<file path="src/isel_pkg.sv">
// constants shared by the interrupt source selector
package isel_pkg;
  // register byte addresses on the apb bus
  localparam logic [31:0] ISEL_ADDR_SELECT_HIGH = 32'h019c0000;
  localparam logic [31:0] ISEL_ADDR_SELECT_LOW = 32'h019c0004;
  localparam logic [31:0] ISEL_ADDR_CONTROL = 32'h019c0008;
  localparam logic [31:0] ISEL_ADDR_PIN_CONFIG = 32'h019c000c;
  localparam logic [31:0] ISEL_ADDR_STATUS = 32'h019c0010;

  // selector field layout, same in both selector registers
  localparam int ISEL_SEL_W = 5;
  localparam int ISEL_FIELDS = 6;
  localparam int ISEL_FIELD_LSB [ISEL_FIELDS] = '{0, 5, 10, 16, 21, 26};

  // selector reset values: low register for lines 4-9, high for lines 10-15
  localparam logic [31:0] ISEL_SELECT_LOW_RST = 32'h250718a4;
  localparam logic [31:0] ISEL_SELECT_HIGH_RST = 32'h08202d43;
  localparam logic [31:0] ISEL_SELECT_MASK = 32'h7fff7fff;

  // selector codes
  localparam logic [4:0] ISEL_CODE_HOST = 5'h00;
  localparam logic [4:0] ISEL_CODE_TIMER0 = 5'h01;
  localparam logic [4:0] ISEL_CODE_TIMER1 = 5'h02;
  localparam logic [4:0] ISEL_CODE_MEMIF = 5'h03;
  localparam logic [4:0] ISEL_CODE_PIN4 = 5'h04;
  localparam logic [4:0] ISEL_CODE_DMA = 5'h08;
  localparam logic [4:0] ISEL_CODE_EMU0 = 5'h09;
  localparam logic [4:0] ISEL_CODE_SERIAL0 = 5'h0c;
  localparam logic [4:0] ISEL_CODE_PIN0 = 5'h10;
  localparam int ISEL_CODES = 17;

  // control register fields
  localparam int ISEL_CTL_GIE = 0;
  localparam int ISEL_CTL_SAVED_IRQ_ENABLE = 1;
  // pin config fields: polarity 3:0, direction 7:4, enable 15:12
  localparam int ISEL_PIN_POL_LSB = 0;
  localparam int ISEL_PIN_DIR_LSB = 4;
  localparam int ISEL_PIN_EN_LSB = 12;
  localparam logic [15:0] ISEL_PIN_CONFIG_RST = 16'h00f0;

  // line numbers
  localparam int ISEL_LINES = 16;
  localparam int ISEL_FIRST_MASKABLE = 4;
  localparam int ISEL_LINE_NMI = 1;
endpackage : isel_pkg

</file>
<file path="src/isel_top.sv">
// interrupt source selector: apb registers, source routing and line priority
// Notes on behaviour
// - The block drives sixteen interrupt lines, line 0 being reset and most urgent.
// - Among pending lines the lowest number is offered to the core first.
// - Lines 0 to 3 have fixed sources; lines 4 to 15 are maskable and steerable.
// - Each of lines 4 to 15 takes its source from a five-bit field of a selector register.
// - The high selector sits at 0x019c0000 and the low selector at 0x019c0004.
// - After reset the selector fields hold the listed default codes.
// - Selector codes map to timers, memory interface, pins, dma, emulation, serial, pin 0.
// - Pin events 4 to 7 are edge triggered with per-pin polarity.
// - A pin event is raised only for an enabled pin set as an input.
// - The global enable, clear after reset, gates the offer to the core of the maskable lines 4 to 15 only; nmi is offered regardless.
// - Taking an interrupt copies the global enable into the saved enable, reset to zero.
`timescale 1ns/10ps
module isel_top #(
  parameter int PINS = 4,
  parameter int EMU_EVENTS = 3,
  parameter int SERIAL_EVENTS = 4
) (
  input wire logic mclk,
  input wire logic sys_rst,
  input wire logic psel,
  input wire logic penable,
  input wire logic pwrite,
  input wire logic [31:0] paddr,
  input wire logic [31:0] pwdata,
  output logic [31:0] prdata,
  output logic pready,
  output logic pslverr,
  input wire logic timer0_event,
  input wire logic timer1_event,
  input wire logic memory_iface_event,
  input wire logic dma_completion_event,
  input wire logic host_to_core_event,
  input wire logic pin0_event,
  input wire logic [EMU_EVENTS-1:0] emu_event,
  input wire logic [SERIAL_EVENTS-1:0] serial_event,
  input wire logic nmi_event,
  input wire logic [PINS-1:0] external_irq_pin,
  output logic [isel_pkg::ISEL_LINES-1:0] irq_line,
  output logic irq_request,
  output logic [3:0] irq_number,
  input wire logic irq_taken,
  input wire logic irq_return,
  output logic global_irq_enable,
  output logic saved_irq_enable
);
  import isel_pkg::*;

  localparam int NMASK = ISEL_LINES - ISEL_FIRST_MASKABLE;

  logic [31:0] interrupt_select_high;
  logic [31:0] interrupt_select_low;
  logic [PINS-1:0] external_edge_polarity;
  logic [PINS-1:0] pin_direction_field;
  logic [PINS-1:0] pin_enable_field;
  logic [PINS-1:0] pin4_event;
  logic [ISEL_CODES-1:0] source_vec;
  logic [ISEL_LINES-1:0] pending;
  logic [ISEL_LINES-1:0] next_pending;
  logic [ISEL_LINES-1:0] line_set;
  logic [ISEL_LINES-1:0] line_clr;
  logic [ISEL_LINES-1:0] eligible;
  logic [3:0] next_number;
  logic next_valid;
  logic nmi_sync1;
  logic nmi_sync2;
  logic nmi_sync3;
  logic nmi_level;
  logic nmi_edge;
  logic setup_phase;
  logic access_done;
  logic wr_ctl;
  logic [31:0] next_rdata;
  logic next_err;

  // one edge detector per external pin
  for (genvar p = 0; p < PINS; p++) begin : g_pin
    isel_pin_edge u_edge (
      .mclk(mclk),
      .sys_rst(sys_rst),
      .pin_raw(external_irq_pin[p]),
      .rising_sel(external_edge_polarity[p]),
      .pin_on(pin_enable_field[p]),
      .pin_is_input(~pin_direction_field[p]),
      .edge_event(pin4_event[p])
    );
  end

  // nmi comes from a pin too: three flops, then a rising edge once stable
  always_ff @(posedge mclk) begin
    if (sys_rst) begin
      nmi_sync1 <= 1'b0;
      nmi_sync2 <= 1'b0;
      nmi_sync3 <= 1'b0;
      nmi_level <= 1'b0;
    end else begin
      nmi_sync1 <= nmi_event;
      nmi_sync2 <= nmi_sync1;
      nmi_sync3 <= nmi_sync2;
      if (nmi_sync2 == nmi_sync3) begin
        nmi_level <= nmi_sync2;
      end
    end
  end
  assign nmi_edge = (nmi_sync2 == nmi_sync3) && nmi_sync2 && !nmi_level;

  // event vector indexed by selector code
  always_comb begin
    source_vec = '0;
    source_vec[ISEL_CODE_HOST] = host_to_core_event;
    source_vec[ISEL_CODE_TIMER0] = timer0_event;
    source_vec[ISEL_CODE_TIMER1] = timer1_event;
    source_vec[ISEL_CODE_MEMIF] = memory_iface_event;
    for (int i = 0; i < PINS; i++) begin
      source_vec[int'(ISEL_CODE_PIN4) + i] = pin4_event[i];
    end
    source_vec[ISEL_CODE_DMA] = dma_completion_event;
    for (int i = 0; i < EMU_EVENTS; i++) begin
      source_vec[int'(ISEL_CODE_EMU0) + i] = emu_event[i];
    end
    for (int i = 0; i < SERIAL_EVENTS; i++) begin
      source_vec[int'(ISEL_CODE_SERIAL0) + i] = serial_event[i];
    end
    source_vec[ISEL_CODE_PIN0] = pin0_event;
  end

  // route the selected source onto each maskable line
  always_comb begin
    logic [4:0] code;
    code = '0;
    line_set = '0;
    line_set[ISEL_LINE_NMI] = nmi_edge;
    for (int i = 0; i < NMASK; i++) begin
      if (i < ISEL_FIELDS) begin
        code = interrupt_select_low[ISEL_FIELD_LSB[i] +: ISEL_SEL_W];
      end else begin
        code = interrupt_select_high[ISEL_FIELD_LSB[i - ISEL_FIELDS] +: ISEL_SEL_W];
      end
      // codes past the last event leave the line silent
      if (int'(code) < ISEL_CODES) begin
        line_set[ISEL_FIRST_MASKABLE + i] = source_vec[code];
      end
    end
  end

  // eligible lines: nmi always, maskable only with the global enable
  always_comb begin
    eligible = '0;
    eligible[ISEL_LINE_NMI] = pending[ISEL_LINE_NMI];
    for (int i = ISEL_FIRST_MASKABLE; i < ISEL_LINES; i++) begin
      eligible[i] = pending[i] && global_irq_enable;
    end
  end

  // lowest number wins, so scan from the top down
  always_comb begin
    next_valid = 1'b0;
    next_number = '0;
    for (int i = ISEL_LINES - 1; i >= 0; i--) begin
      if (eligible[i]) begin
        next_valid = 1'b1;
        next_number = 4'(i);
      end
    end
  end

  // the taken line is cleared; a new event in that cycle still sets it
  always_comb begin
    line_clr = '0;
    if (irq_taken && irq_request) begin
      line_clr[irq_number] = 1'b1;
    end
    next_pending = (pending & ~line_clr) | line_set;
  end

  always_ff @(posedge mclk) begin
    if (sys_rst) begin
      pending <= '0;
    end else begin
      pending <= next_pending;
    end
  end

  // line outputs: line 0 mirrors reset, reserved lines 2 and 3 stay low
  always_ff @(posedge mclk) begin
    if (sys_rst) begin
      irq_line <= 16'h0001;
    end else begin
      irq_line <= next_pending & ~16'h000d;
    end
  end

  // request to the core; the number is held while a request stands
  always_ff @(posedge mclk) begin
    if (sys_rst) begin
      irq_request <= 1'b0;
      irq_number <= '0;
    end else if (irq_request && !irq_taken) begin
      // a later, more urgent arrival is not swapped in mid-handshake
      irq_request <= 1'b1;
    end else begin
      irq_request <= next_valid && !(irq_taken && irq_request);
      irq_number <= next_number;
    end
  end

  // apb phases; one registered answer per transfer
  assign setup_phase = psel && !penable;
  assign access_done = psel && penable && pready;
  assign wr_ctl = access_done && pwrite && (paddr == ISEL_ADDR_CONTROL);

  // global and saved enables; hardware take and return beat a bus write
  always_ff @(posedge mclk) begin
    if (sys_rst) begin
      global_irq_enable <= 1'b0;
      saved_irq_enable <= 1'b0;
    end else if (irq_taken && irq_request) begin
      saved_irq_enable <= global_irq_enable;
      global_irq_enable <= 1'b0;
    end else if (irq_return) begin
      global_irq_enable <= saved_irq_enable;
    end else if (wr_ctl) begin
      global_irq_enable <= pwdata[ISEL_CTL_GIE];
      saved_irq_enable <= pwdata[ISEL_CTL_SAVED_IRQ_ENABLE];
    end
  end

  // selector registers, reserved bits never stored
  always_ff @(posedge mclk) begin
    if (sys_rst) begin
      interrupt_select_high <= ISEL_SELECT_HIGH_RST;
      interrupt_select_low <= ISEL_SELECT_LOW_RST;
    end else if (access_done && pwrite) begin
      if (paddr == ISEL_ADDR_SELECT_HIGH) begin
        interrupt_select_high <= pwdata & ISEL_SELECT_MASK;
      end
      if (paddr == ISEL_ADDR_SELECT_LOW) begin
        interrupt_select_low <= pwdata & ISEL_SELECT_MASK;
      end
    end
  end

  // pin configuration register
  always_ff @(posedge mclk) begin
    if (sys_rst) begin
      external_edge_polarity <= ISEL_PIN_CONFIG_RST[ISEL_PIN_POL_LSB +: PINS];
      pin_direction_field <= ISEL_PIN_CONFIG_RST[ISEL_PIN_DIR_LSB +: PINS];
      pin_enable_field <= ISEL_PIN_CONFIG_RST[ISEL_PIN_EN_LSB +: PINS];
    end else if (access_done && pwrite && paddr == ISEL_ADDR_PIN_CONFIG) begin
      external_edge_polarity <= pwdata[ISEL_PIN_POL_LSB +: PINS];
      pin_direction_field <= pwdata[ISEL_PIN_DIR_LSB +: PINS];
      pin_enable_field <= pwdata[ISEL_PIN_EN_LSB +: PINS];
    end
  end

  // read mux; an unmapped address answers zero with an error
  always_comb begin
    next_rdata = '0;
    next_err = 1'b0;
    unique case (paddr)
      ISEL_ADDR_SELECT_HIGH: next_rdata = interrupt_select_high;
      ISEL_ADDR_SELECT_LOW: next_rdata = interrupt_select_low;
      ISEL_ADDR_CONTROL: begin
        next_rdata[ISEL_CTL_GIE] = global_irq_enable;
        next_rdata[ISEL_CTL_SAVED_IRQ_ENABLE] = saved_irq_enable;
      end
      ISEL_ADDR_PIN_CONFIG: begin
        next_rdata[ISEL_PIN_POL_LSB +: PINS] = external_edge_polarity;
        next_rdata[ISEL_PIN_DIR_LSB +: PINS] = pin_direction_field;
        next_rdata[ISEL_PIN_EN_LSB +: PINS] = pin_enable_field;
      end
      ISEL_ADDR_STATUS: next_rdata[ISEL_LINES-1:0] = pending;
      default: next_err = 1'b1;
    endcase
  end

  // answer prepared in the setup cycle so outputs stay registered
  always_ff @(posedge mclk) begin
    if (sys_rst) begin
      pready <= 1'b0;
      prdata <= '0;
      pslverr <= 1'b0;
    end else if (setup_phase) begin
      pready <= 1'b1;
      prdata <= pwrite ? 32'h00000000 : next_rdata;
      pslverr <= next_err;
    end else begin
      pready <= 1'b0;
      prdata <= '0;
      pslverr <= 1'b0;
    end
  end
endmodule : isel_top

</file>
<file path="src/isel_pin_edge.sv">
// one external pin: three-flop synchroniser and qualified edge detect
`timescale 1ns/10ps
module isel_pin_edge (
  input wire logic mclk,
  input wire logic sys_rst,
  input wire logic pin_raw,
  input wire logic rising_sel,
  input wire logic pin_on,
  input wire logic pin_is_input,
  output logic edge_event
);
  logic sync1;
  logic sync2;
  logic sync3;
  logic level;

  // first flop feeds only the second, to contain metastability
  always_ff @(posedge mclk) begin
    if (sys_rst) begin
      sync1 <= 1'b0;
      sync2 <= 1'b0;
      sync3 <= 1'b0;
    end else begin
      sync1 <= pin_raw;
      sync2 <= sync1;
      sync3 <= sync2;
    end
  end

  // accepted level moves only when the two later stages agree
  always_ff @(posedge mclk) begin
    if (sys_rst) begin
      level <= 1'b0;
    end else if (sync2 == sync3) begin
      level <= sync2;
    end
  end

  // pulse on the chosen edge, only for an enabled input pin
  always_ff @(posedge mclk) begin
    if (sys_rst) begin
      edge_event <= 1'b0;
    end else begin
      edge_event <= pin_on && pin_is_input && (sync2 == sync3) && (sync2 != level)
                    && (sync2 == rising_sel);
    end
  end
endmodule : isel_pin_edge

</file>
<file path="config.mk">
export PLATFORM = sky130hd
export DESIGN_NAME = isel_top
export DESIGN_NICKNAME = d
export VERILOG_FILES = /design/src/isel_pkg.sv /design/src/isel_top.sv /design/src/isel_pin_edge.sv
export SDC_FILE = /design/constraint.sdc
export NUM_CORES = 1
export LEC_CHECK = 0
export BUFFER_PORTS_ARGS = -buffer_cell sky130_fd_sc_hd__buf_2
export CORE_UTILIZATION = 50
export CTS_CLUSTER_SIZE = 25
export DETAILED_ROUTE_END_ITERATION = 6
export PLACE_DENSITY_LB_ADDON = 0.05
export RECOVER_POWER = 25
export SYNTH_ARGS = -nofsm -noshare
export SYNTH_HDL_FRONTEND = slang
export SYNTH_SLANG_ARGS = --single-unit
</file>
<file path="constraint.sdc">
create_clock -name mclk -period 2.3 [get_ports mclk]
set_input_delay 0.23 -clock mclk [delete_from_list [all_inputs] [get_ports mclk]]
set_output_delay 0.23 -clock mclk [all_outputs]
set_load 0.02 [all_outputs]
</file>
==> results of run 1 <==
-- worst min-delay path by stage --
stage / slack [ns] / start / endpoint
after floorplan: 0.26 / sys_rst / irq_line[0]
after global placement: 0.42 / g_pin[3].u_edge.sync1 / g_pin[3].u_edge.sync2
after detailed placement: 0.42 / g_pin[3].u_edge.sync1 / g_pin[3].u_edge.sync2
after CTS: 0.005 / nmi_event / nmi_sync1
after global routing: 0.005 / nmi_event / nmi_sync1
final: 0.009 / external_irq_pin[1] / g_pin[1].u_edge.sync1
-- layout by cell type, fill, tap and decap left out, types with 11 or more instances in the layout --
| cell | n |
|---|---|
| dfxtp_1 | 153 |
| buf_2 | 112 |
| nor2_1 | 103 |
| mux2i_1 | 89 |
| a21oi_1 | 54 |
| mux4_2 | 50 |
| nor3_1 | 34 |
| nor2b_1 | 34 |
| nand2_1 | 33 |
| clkbuf_1 | 30 |
| clkbuf_16 | 17 |
| o21ai_0 | 16 |
| a211oi_1 | 13 |
| buf_4 | 13 |
| nor4_1 | 12 |
| a32oi_1 | 11 |
| a22oi_1 | 11 |
-- Yosys cell counts (all sizes together) (2+ instances only) --
cell type  number
dfxtp         153
nor2          113
mux2i          89
clkbuf         61
a21oi          54
mux4           50
nor2b          34
nor3           34
nand2          33
buf            26
o21ai          16
nor4b          15
nor4           14
a211oi         13
a22oi          11
a32oi          11
a211o          10
a31oi          10
inv             9
nand2b          5
and2            3
a311o           2
and4            2
nand3           2
nand4           2
nor3b           2
o21bai          2
o41a            2
or4             2
-- worst max-delay path: cells and delay by family --
kind | cells | cell delay [ns]
AND/OR/NAND/NOR | 4 | 1.09
buffers and inverters | 3 | 0.61
multiplexers | 1 | 0.23
-- through the flow --
stage | setup WS, ns | area, um^2 | util | std cells | hold WS (ns)
after floorplan | 0.1793 | 7910 | - | 794 | 0.2577
after global placement | 0.1521 | 8657 | 0.5653 | 1076 | 0.4175
after detailed placement | 0.1190 | 8657 | 0.5653 | 1076 | 0.4242
after CTS | 0.4686 | 9269 | 0.6052 | 1110 | 0.004553
after global routing | 0.2365 | 9203 | 0.6009 | 1110 | 0.004629
final | 0.3915 | 9203 | 0.6009 | 1110 | 0.008646
-- repair_timing --
action | 4_1_cts | 5_1_grt
endpoints found under the hold margin | 2 | 0
hold buffers | 2 | 0
resized for setup | 0 | 0
setup buffers | 0 | 0
-- cell families (layout without fill, tap and decap cells) --
group / after synthesis / count (layout) / share of synthesized area
compound gates: 137 / 137 / 0.1127
fa+ha+maj: 1 / 1 / 0.001583
simple gates: 265 / 265 / 0.1845
other cells: 1 / 3 / 0.0004745
flops: 153 / 153 / 0.3876
buf+inv: 96 / 201 / 0.05795
mux: 139 / 139 / 0.2552
-- power by group through the flow --
| stage | registers [mW] | clock network (mW) | logic, mW |
|---|---|---|---|
| 2_1_floorplan | 2.77 | 0 | 0.299 |
| 3_3_place_gp | 2.77 | 0 | 0.484 |
| 3_5_place_dp | 2.77 | 0 | 0.492 |
| 4_1_cts | 2.71 | 2.85 | 0.496 |
| 5_1_grt | 2.72 | 2.98 | 0.532 |
| 6_report | 2.72 | 2.81 | 0.496 |
-- final cells by class --
class                           count  area (um^2)  share of cell area
Timing Repair Buffer              160        854.6             0.09286
Multi-Input combinational cell    545         4395              0.4776
Tap cell                          211        264.0             0.02869
Inverter                            9        33.78            0.003671
Clock buffer                       18        429.2             0.04663
Clock inverter                     14        162.7             0.01768
Sequential cell                   153         3063              0.3328
-- registers in the layout, summed over array words and instances, names as in the netlist, 4 cells and up --
name                     count
g_pin.u_edge.sync3           4
prdata                      31
g_pin.u_edge.sync2           4
external_edge_polarity       4
g_pin.u_edge.level           4
interrupt_select_low        30
pending                     16
irq_number                   4
pin_direction_field          4
g_pin.u_edge.sync1           4
pin_enable_field             4
g_pin.u_edge.edge_event      4
interrupt_select_high       30
-- metal layers --
layer  global-route usage  wire length, um  up-vias
li1                     -                -     3083
met1               0.3736             9773     3156
met2               0.4332            10050      254
met3              0.04967             1506       34
met4               0.1142              465        0
met5                    0                0        -
==> metrics.md, run 1 <==
| Metric | Value |
|---|---|
| Status | finished, violations left |
| Violated checks | max-capacitance violations, max-slew violations |
| Ys Warns | 0 |
| Total gr overflow | 0 |
| DRC Markers | 0 |
| Setup_tns | 0 ns |
| Final ANT Viol Nets | 0 |
| Gpl congestion | between 0.8 and 0.9 |
| Worst setup SP type | input port |
| Post-Synthesis Cells | around 800 |
| Antenna violations before repair | 0 |
| Synth-to-layout area growth | 16.45% |
| Final Hold Vio Count | 0 |
| Clock power share | 0.466 |
| TritonCTS buffer count | 17 |
| Dominant synthesized flop cell | dfxtp_1 |
| Synth top area cells | dfxtp_1 39%, mux4_2 14%, mux2i_1 11% |
| Total Routed Length | ~22000 um |
| Max transition margin | -0.04348 |
| Row count | between 40 and 50 |
| Final setup fails | 0 |
| CP startpoint | paddr[29] |
| Clk sinks | 153 |
| Routed vias | roughly 6500 |
| Skew final | 0.01019 ns |
| Unrepaired setup endpoints after global routing | no |
| Largest net degree at the start of global routing | between 100 and 150 |
| Port Buffers | 141 |
| Seq pwr share | 0.451 |
| WL/cell | a little under 20 um |
| Arrival time at the worst endpoint | roughly 2.2 ns |
| Maximum clock rate | 524.0 MHz |
| Sequential-to-total area share from yosys stat | 0.3876 |
| Number of global-route vias before repair | 6124 |
| Synthesized area per cell | 9.978 um^2 |
| Share of the synthesized area in the top cell type | 0.3876 |
| CP Capture Type | flip-flop |
| Nets@finish | 976 |
| Final HPWL DP | 15230 um |
| Drt first pass iters | 5 |
| CTS root buffer | clkbuf_16 |
| Clk Latency, worst-skew pair | approximately 0.43 ns |
| Total power | 6.018 mW |
| Post-synth EDFFs | 0 |
| Die X | around 130 um |
| Power Dens Cells | 654.0 mW/mm^2 |
| Crit-path cells | buf_2 > nor4_1 > nand4_4 > buf_4 > nor4b_2 > buf_12 > mux2i_1 > nor2_1 |
| FF-to-FF Start | interrupt_select_high[10] |
| Switching portion of total power | 0.2497 |
| Cell variety after synth | between 50 and 60 |
| Area leader, netlist | dfxtp_1 |
| Synth Register Bits | roughly 150 |
| TritonCTS clock tree | yes |
| FFs w/ async S/R, synth | 0 |
| CTS Buffer Depth | 2 |
| CP endpoint | interrupt_select_high[26] |
| Gate power share | 0.082 |
| Global-route wire length before repair | between 30000 and 40000 um |
| Cell area after synthesis | 0.007903 mm^2 |
| CTS clock-pin slew for the worst setup and hold paths | approximately 0.07 ns |
| Tmin final | approximately 1.9 ns |
| R2r endpoint | pending[12] |
| Worst slew pin tran | about 1.6 ns |
| DIE AREA | approximately 0.016 mm^2 |
| Switching power | 1.503 mW |
| Core Area | 0.01531 mm^2 |
| Vias/cell | about 5.9 |
| Worst-case reg-to-reg path depth | 5 |
| Maxcap violations | 1 |
| Worst vdd ir | 0.5753 mV |
| Worst hold-check path type | input port to flip-flop |
| Initial Utilization | 0.5160 |
| Number of I/O pins | ~150 |
| Ant. Diodes | 0 |
| Slowest cell on the critical path | nor4_1 |
| Final period utilization | 0.8298 |
| CP required | ~2.6 ns |
| Die H | roughly 130 um |
| Worst reg2reg setup slack | slightly above 0.4 ns |
| Hold Crit Depth | 2 |
| Fillers | 1385 |
| Max stage delay on crit path | between 0.4 and 0.5 ns |
| Pleak | ~3.4 nW |
| H-tree levels | 4 |
| Global-route usage over all layers | 0.2750 |
| Crit Path Max Fanout | 39 |
| DRT iter0 DRCs | 578 |
| Slew Viols, Final | 140 |
| WS Path Type | input port to flip-flop |
| Int Pwr | approximately 4.5 mW |
| Share of layout cells above drive strength 1 | 0.2570 |
No activity file was read; power rests on OpenSTA's default activity.
==> run 2, diff against run 1 <==
Clock period 2.3 ns to 1.9 ns, I/O delays scaled along.
==> metrics.md, run 2 (same netlist as run 1, synthesis figures left out) <==
| Metric | Value |
|---|---|
| DP Area | between 0.008 and 0.009 mm^2 |
| Pleak | roughly 3.6 nW |
| CP required | approximately 2.2 ns |
| Final Hold Vio Count | 0 |
| Postcts setup bufs | 0 |
| Unrepaired setup endpoints after global routing | no |
| Most common cell after layout, fill and taps aside | dfxtp_1 |
| Status | completed |
| Final HPWL DP | approximately 16000 um |
| Drt first pass iters | 5 |
| Switching power | roughly 1.7 mW |
| Largest net degree at the start of global routing | between 100 and 150 |
| Setup_tns | 0 ns |
| Gate power share | 0.087 |
| Slew Viols, Final | 0 |
| DIE AREA | between 0.015 and 0.02 mm^2 |
| Total Routed Length | approximately 23000 um |
| CTS root buffer | clkbuf_16 |
| WL/cell | 20.19 um |
| Port Buffers | 141 |
| DRT iter0 DRCs | 552 |
| H-tree levels | 4 |
| Largest Register | prdata |
| Gpl congestion | ~0.88 |
| Worst hold-check path type | input port to flip-flop |
| Final ANT Viol Nets | 0 |
| Arrival time at the worst endpoint | about 2.1 ns |
| Nets@finish | 1016 |
| Maxcap violations | 0 |
| Routed vias | between 6000 and 7000 |
| Global-route wire length before repair | ~37000 um |
| Crit Path Max Fanout | 8 |
| Switching portion of total power | 0.2289 |
| Maximum clock rate | between 500 and 600 MHz |
| Tmin final | 1.821 ns |
| Initial Utilization | 0.5160 |
| Number of global-route vias before repair | ~6600 |
| Worst slew pin tran | between 0.6 and 0.7 ns |
| Int Pwr | between 5 and 6 mW |
| Regs by FF count | prdata (31), interrupt_select_high (30), interrupt_select_low (30) |
| Skew final | 0.008022 ns |
| Global-route usage over all layers | 0.2962 |
| Clk sinks | 153 |
| TritonCTS buffer count | 17 |
| Die H | approximately 130 um |
| CP Capture Type | flip-flop |
| Commonest non-fill, non-tap cells in the layout | 151 x dfxtp_1, 112 x buf_2, 103 x nor2_1 |
| Core Area | 0.01531 mm^2 |
| Max transition margin | 0.5469 |
| Clock power share | 0.484 |
| Clk Latency, worst-skew pair | 0.43 ns |
| WHS | about 0.012 ns |
| TritonCTS clock tree | yes |
| Finished Core Util | 0.6286 |
| Synth-to-layout area growth | 21.82% |
| Row count | 45 |
| DRC Markers | 0 |
| Seq pwr share | 0.429 |
| Fin area | roughly 0.0096 mm^2 |
| Number of I/O pins | between 100 and 150 |
| Final period utilization | 0.9585 |
| CTS clock-pin slew for the worst setup and hold paths | approximately 0.060 ns |
| Share of layout cells above drive strength 1 | 0.2854 |
| Worst vdd ir | 0.5867 mV |
| Number of flip-flops under the largest register name | 31 |
| Vias/cell | 5.952 |
| WS Path Type | flip-flop to flip-flop |
| Final setup fails | 0 |
| Fillers | between 1000 and 1500 |
| CTS Buffer Depth | 2 |
| Ant. Diodes | 0 |
| Power Dens Cells | 792.9 mW/mm^2 |
| Die X | about 130 um |
| Total gr overflow | 0 |
| Antenna violations before repair | 0 |
| Worst setup SP type | flip-flop |
==> run 2: cell types whose count changed in the layout (fill, tap and decap cells not counted), moves of 3 or more <==
cell and change:
bufinv_16 +3, buf_4 +34, inv_6 -3, dlygate4sd3_1 +5
==> run 2: cell type report <==
type | count | area (um^2) | share of cell area
clock buffer | 20 | 446.7 | 0.04640
clock inverter | 12 | 196.4 | 0.02041
inverter | 9 | 33.78 | 0.003509
multi-input combinational | 545 | 4428 | 0.4600
sequential | 153 | 3065 | 0.3184
tap | 211 | 264.0 | 0.02742
timing repair buffer | 200 | 1192 | 0.1239
==> run 2: power groups by stage <==
stage	sequential, mW	combinational [mW]	clock, mW
2_1_floorplan	3.36	0.363	0
3_3_place_gp	3.34	0.628	0
3_5_place_dp	3.35	0.638	0
4_1_cts	3.27	0.652	3.73
5_1_grt	3.28	0.704	3.89
6_report	3.28	0.663	3.69
==> run 2: repair_timing <==
| item | in CTS | in global routing |
|---|---|---|
| hold endpoints to repair | 7 | 0 |
| hold buffers | 7 | 0 |
| resized for setup | 0 | 2 |
| setup endpoints to repair | 0 | 2 |
==> run 2: final timing paths <==
path | start | cells after the start | slack, ns | end
max | g_pin[2].u_edge.edge_event | 5 | 0.08 | pending[15]
min | pwdata[5] | 3 | 0.01 | interrupt_select_high[5]
max reg2reg | g_pin[2].u_edge.edge_event | 5 | 0.08 | pending[15]
min reg2reg | g_pin[0].u_edge.sync1 | 1 | 0.44 | g_pin[0].u_edge.sync2
==> run 2: per-layer routing <==
layer  GRT usage  routed length [um]  vias up
met5           0                   0        -
li1            -                   -     3160
met3     0.06052                1942       34
met2      0.4597               10500      319
met4     0.09689                 413        0
met1      0.4135               10370     3332
==> run 2: worst max-delay path, stage by stage (launching register included) <==
cell and delay, ns:
dfxtp_1 0.56, buf_4 0.22, mux4_2 0.23, nand2_1 0.05, a311o_1 0.35, a21oi_1 0.29
==> run 2: stage by stage <==
stage                     worst slack (ns)  std cells  power (mW)
final                              0.07884       1150       7.633
after global routing              0.009836       1150       7.873
after CTS                          0.06322       1150       7.658
after detailed placement           -0.1796       1111       3.983
after global placement             -0.1460       1111       3.972
after floorplan                    -0.1718        794       3.721
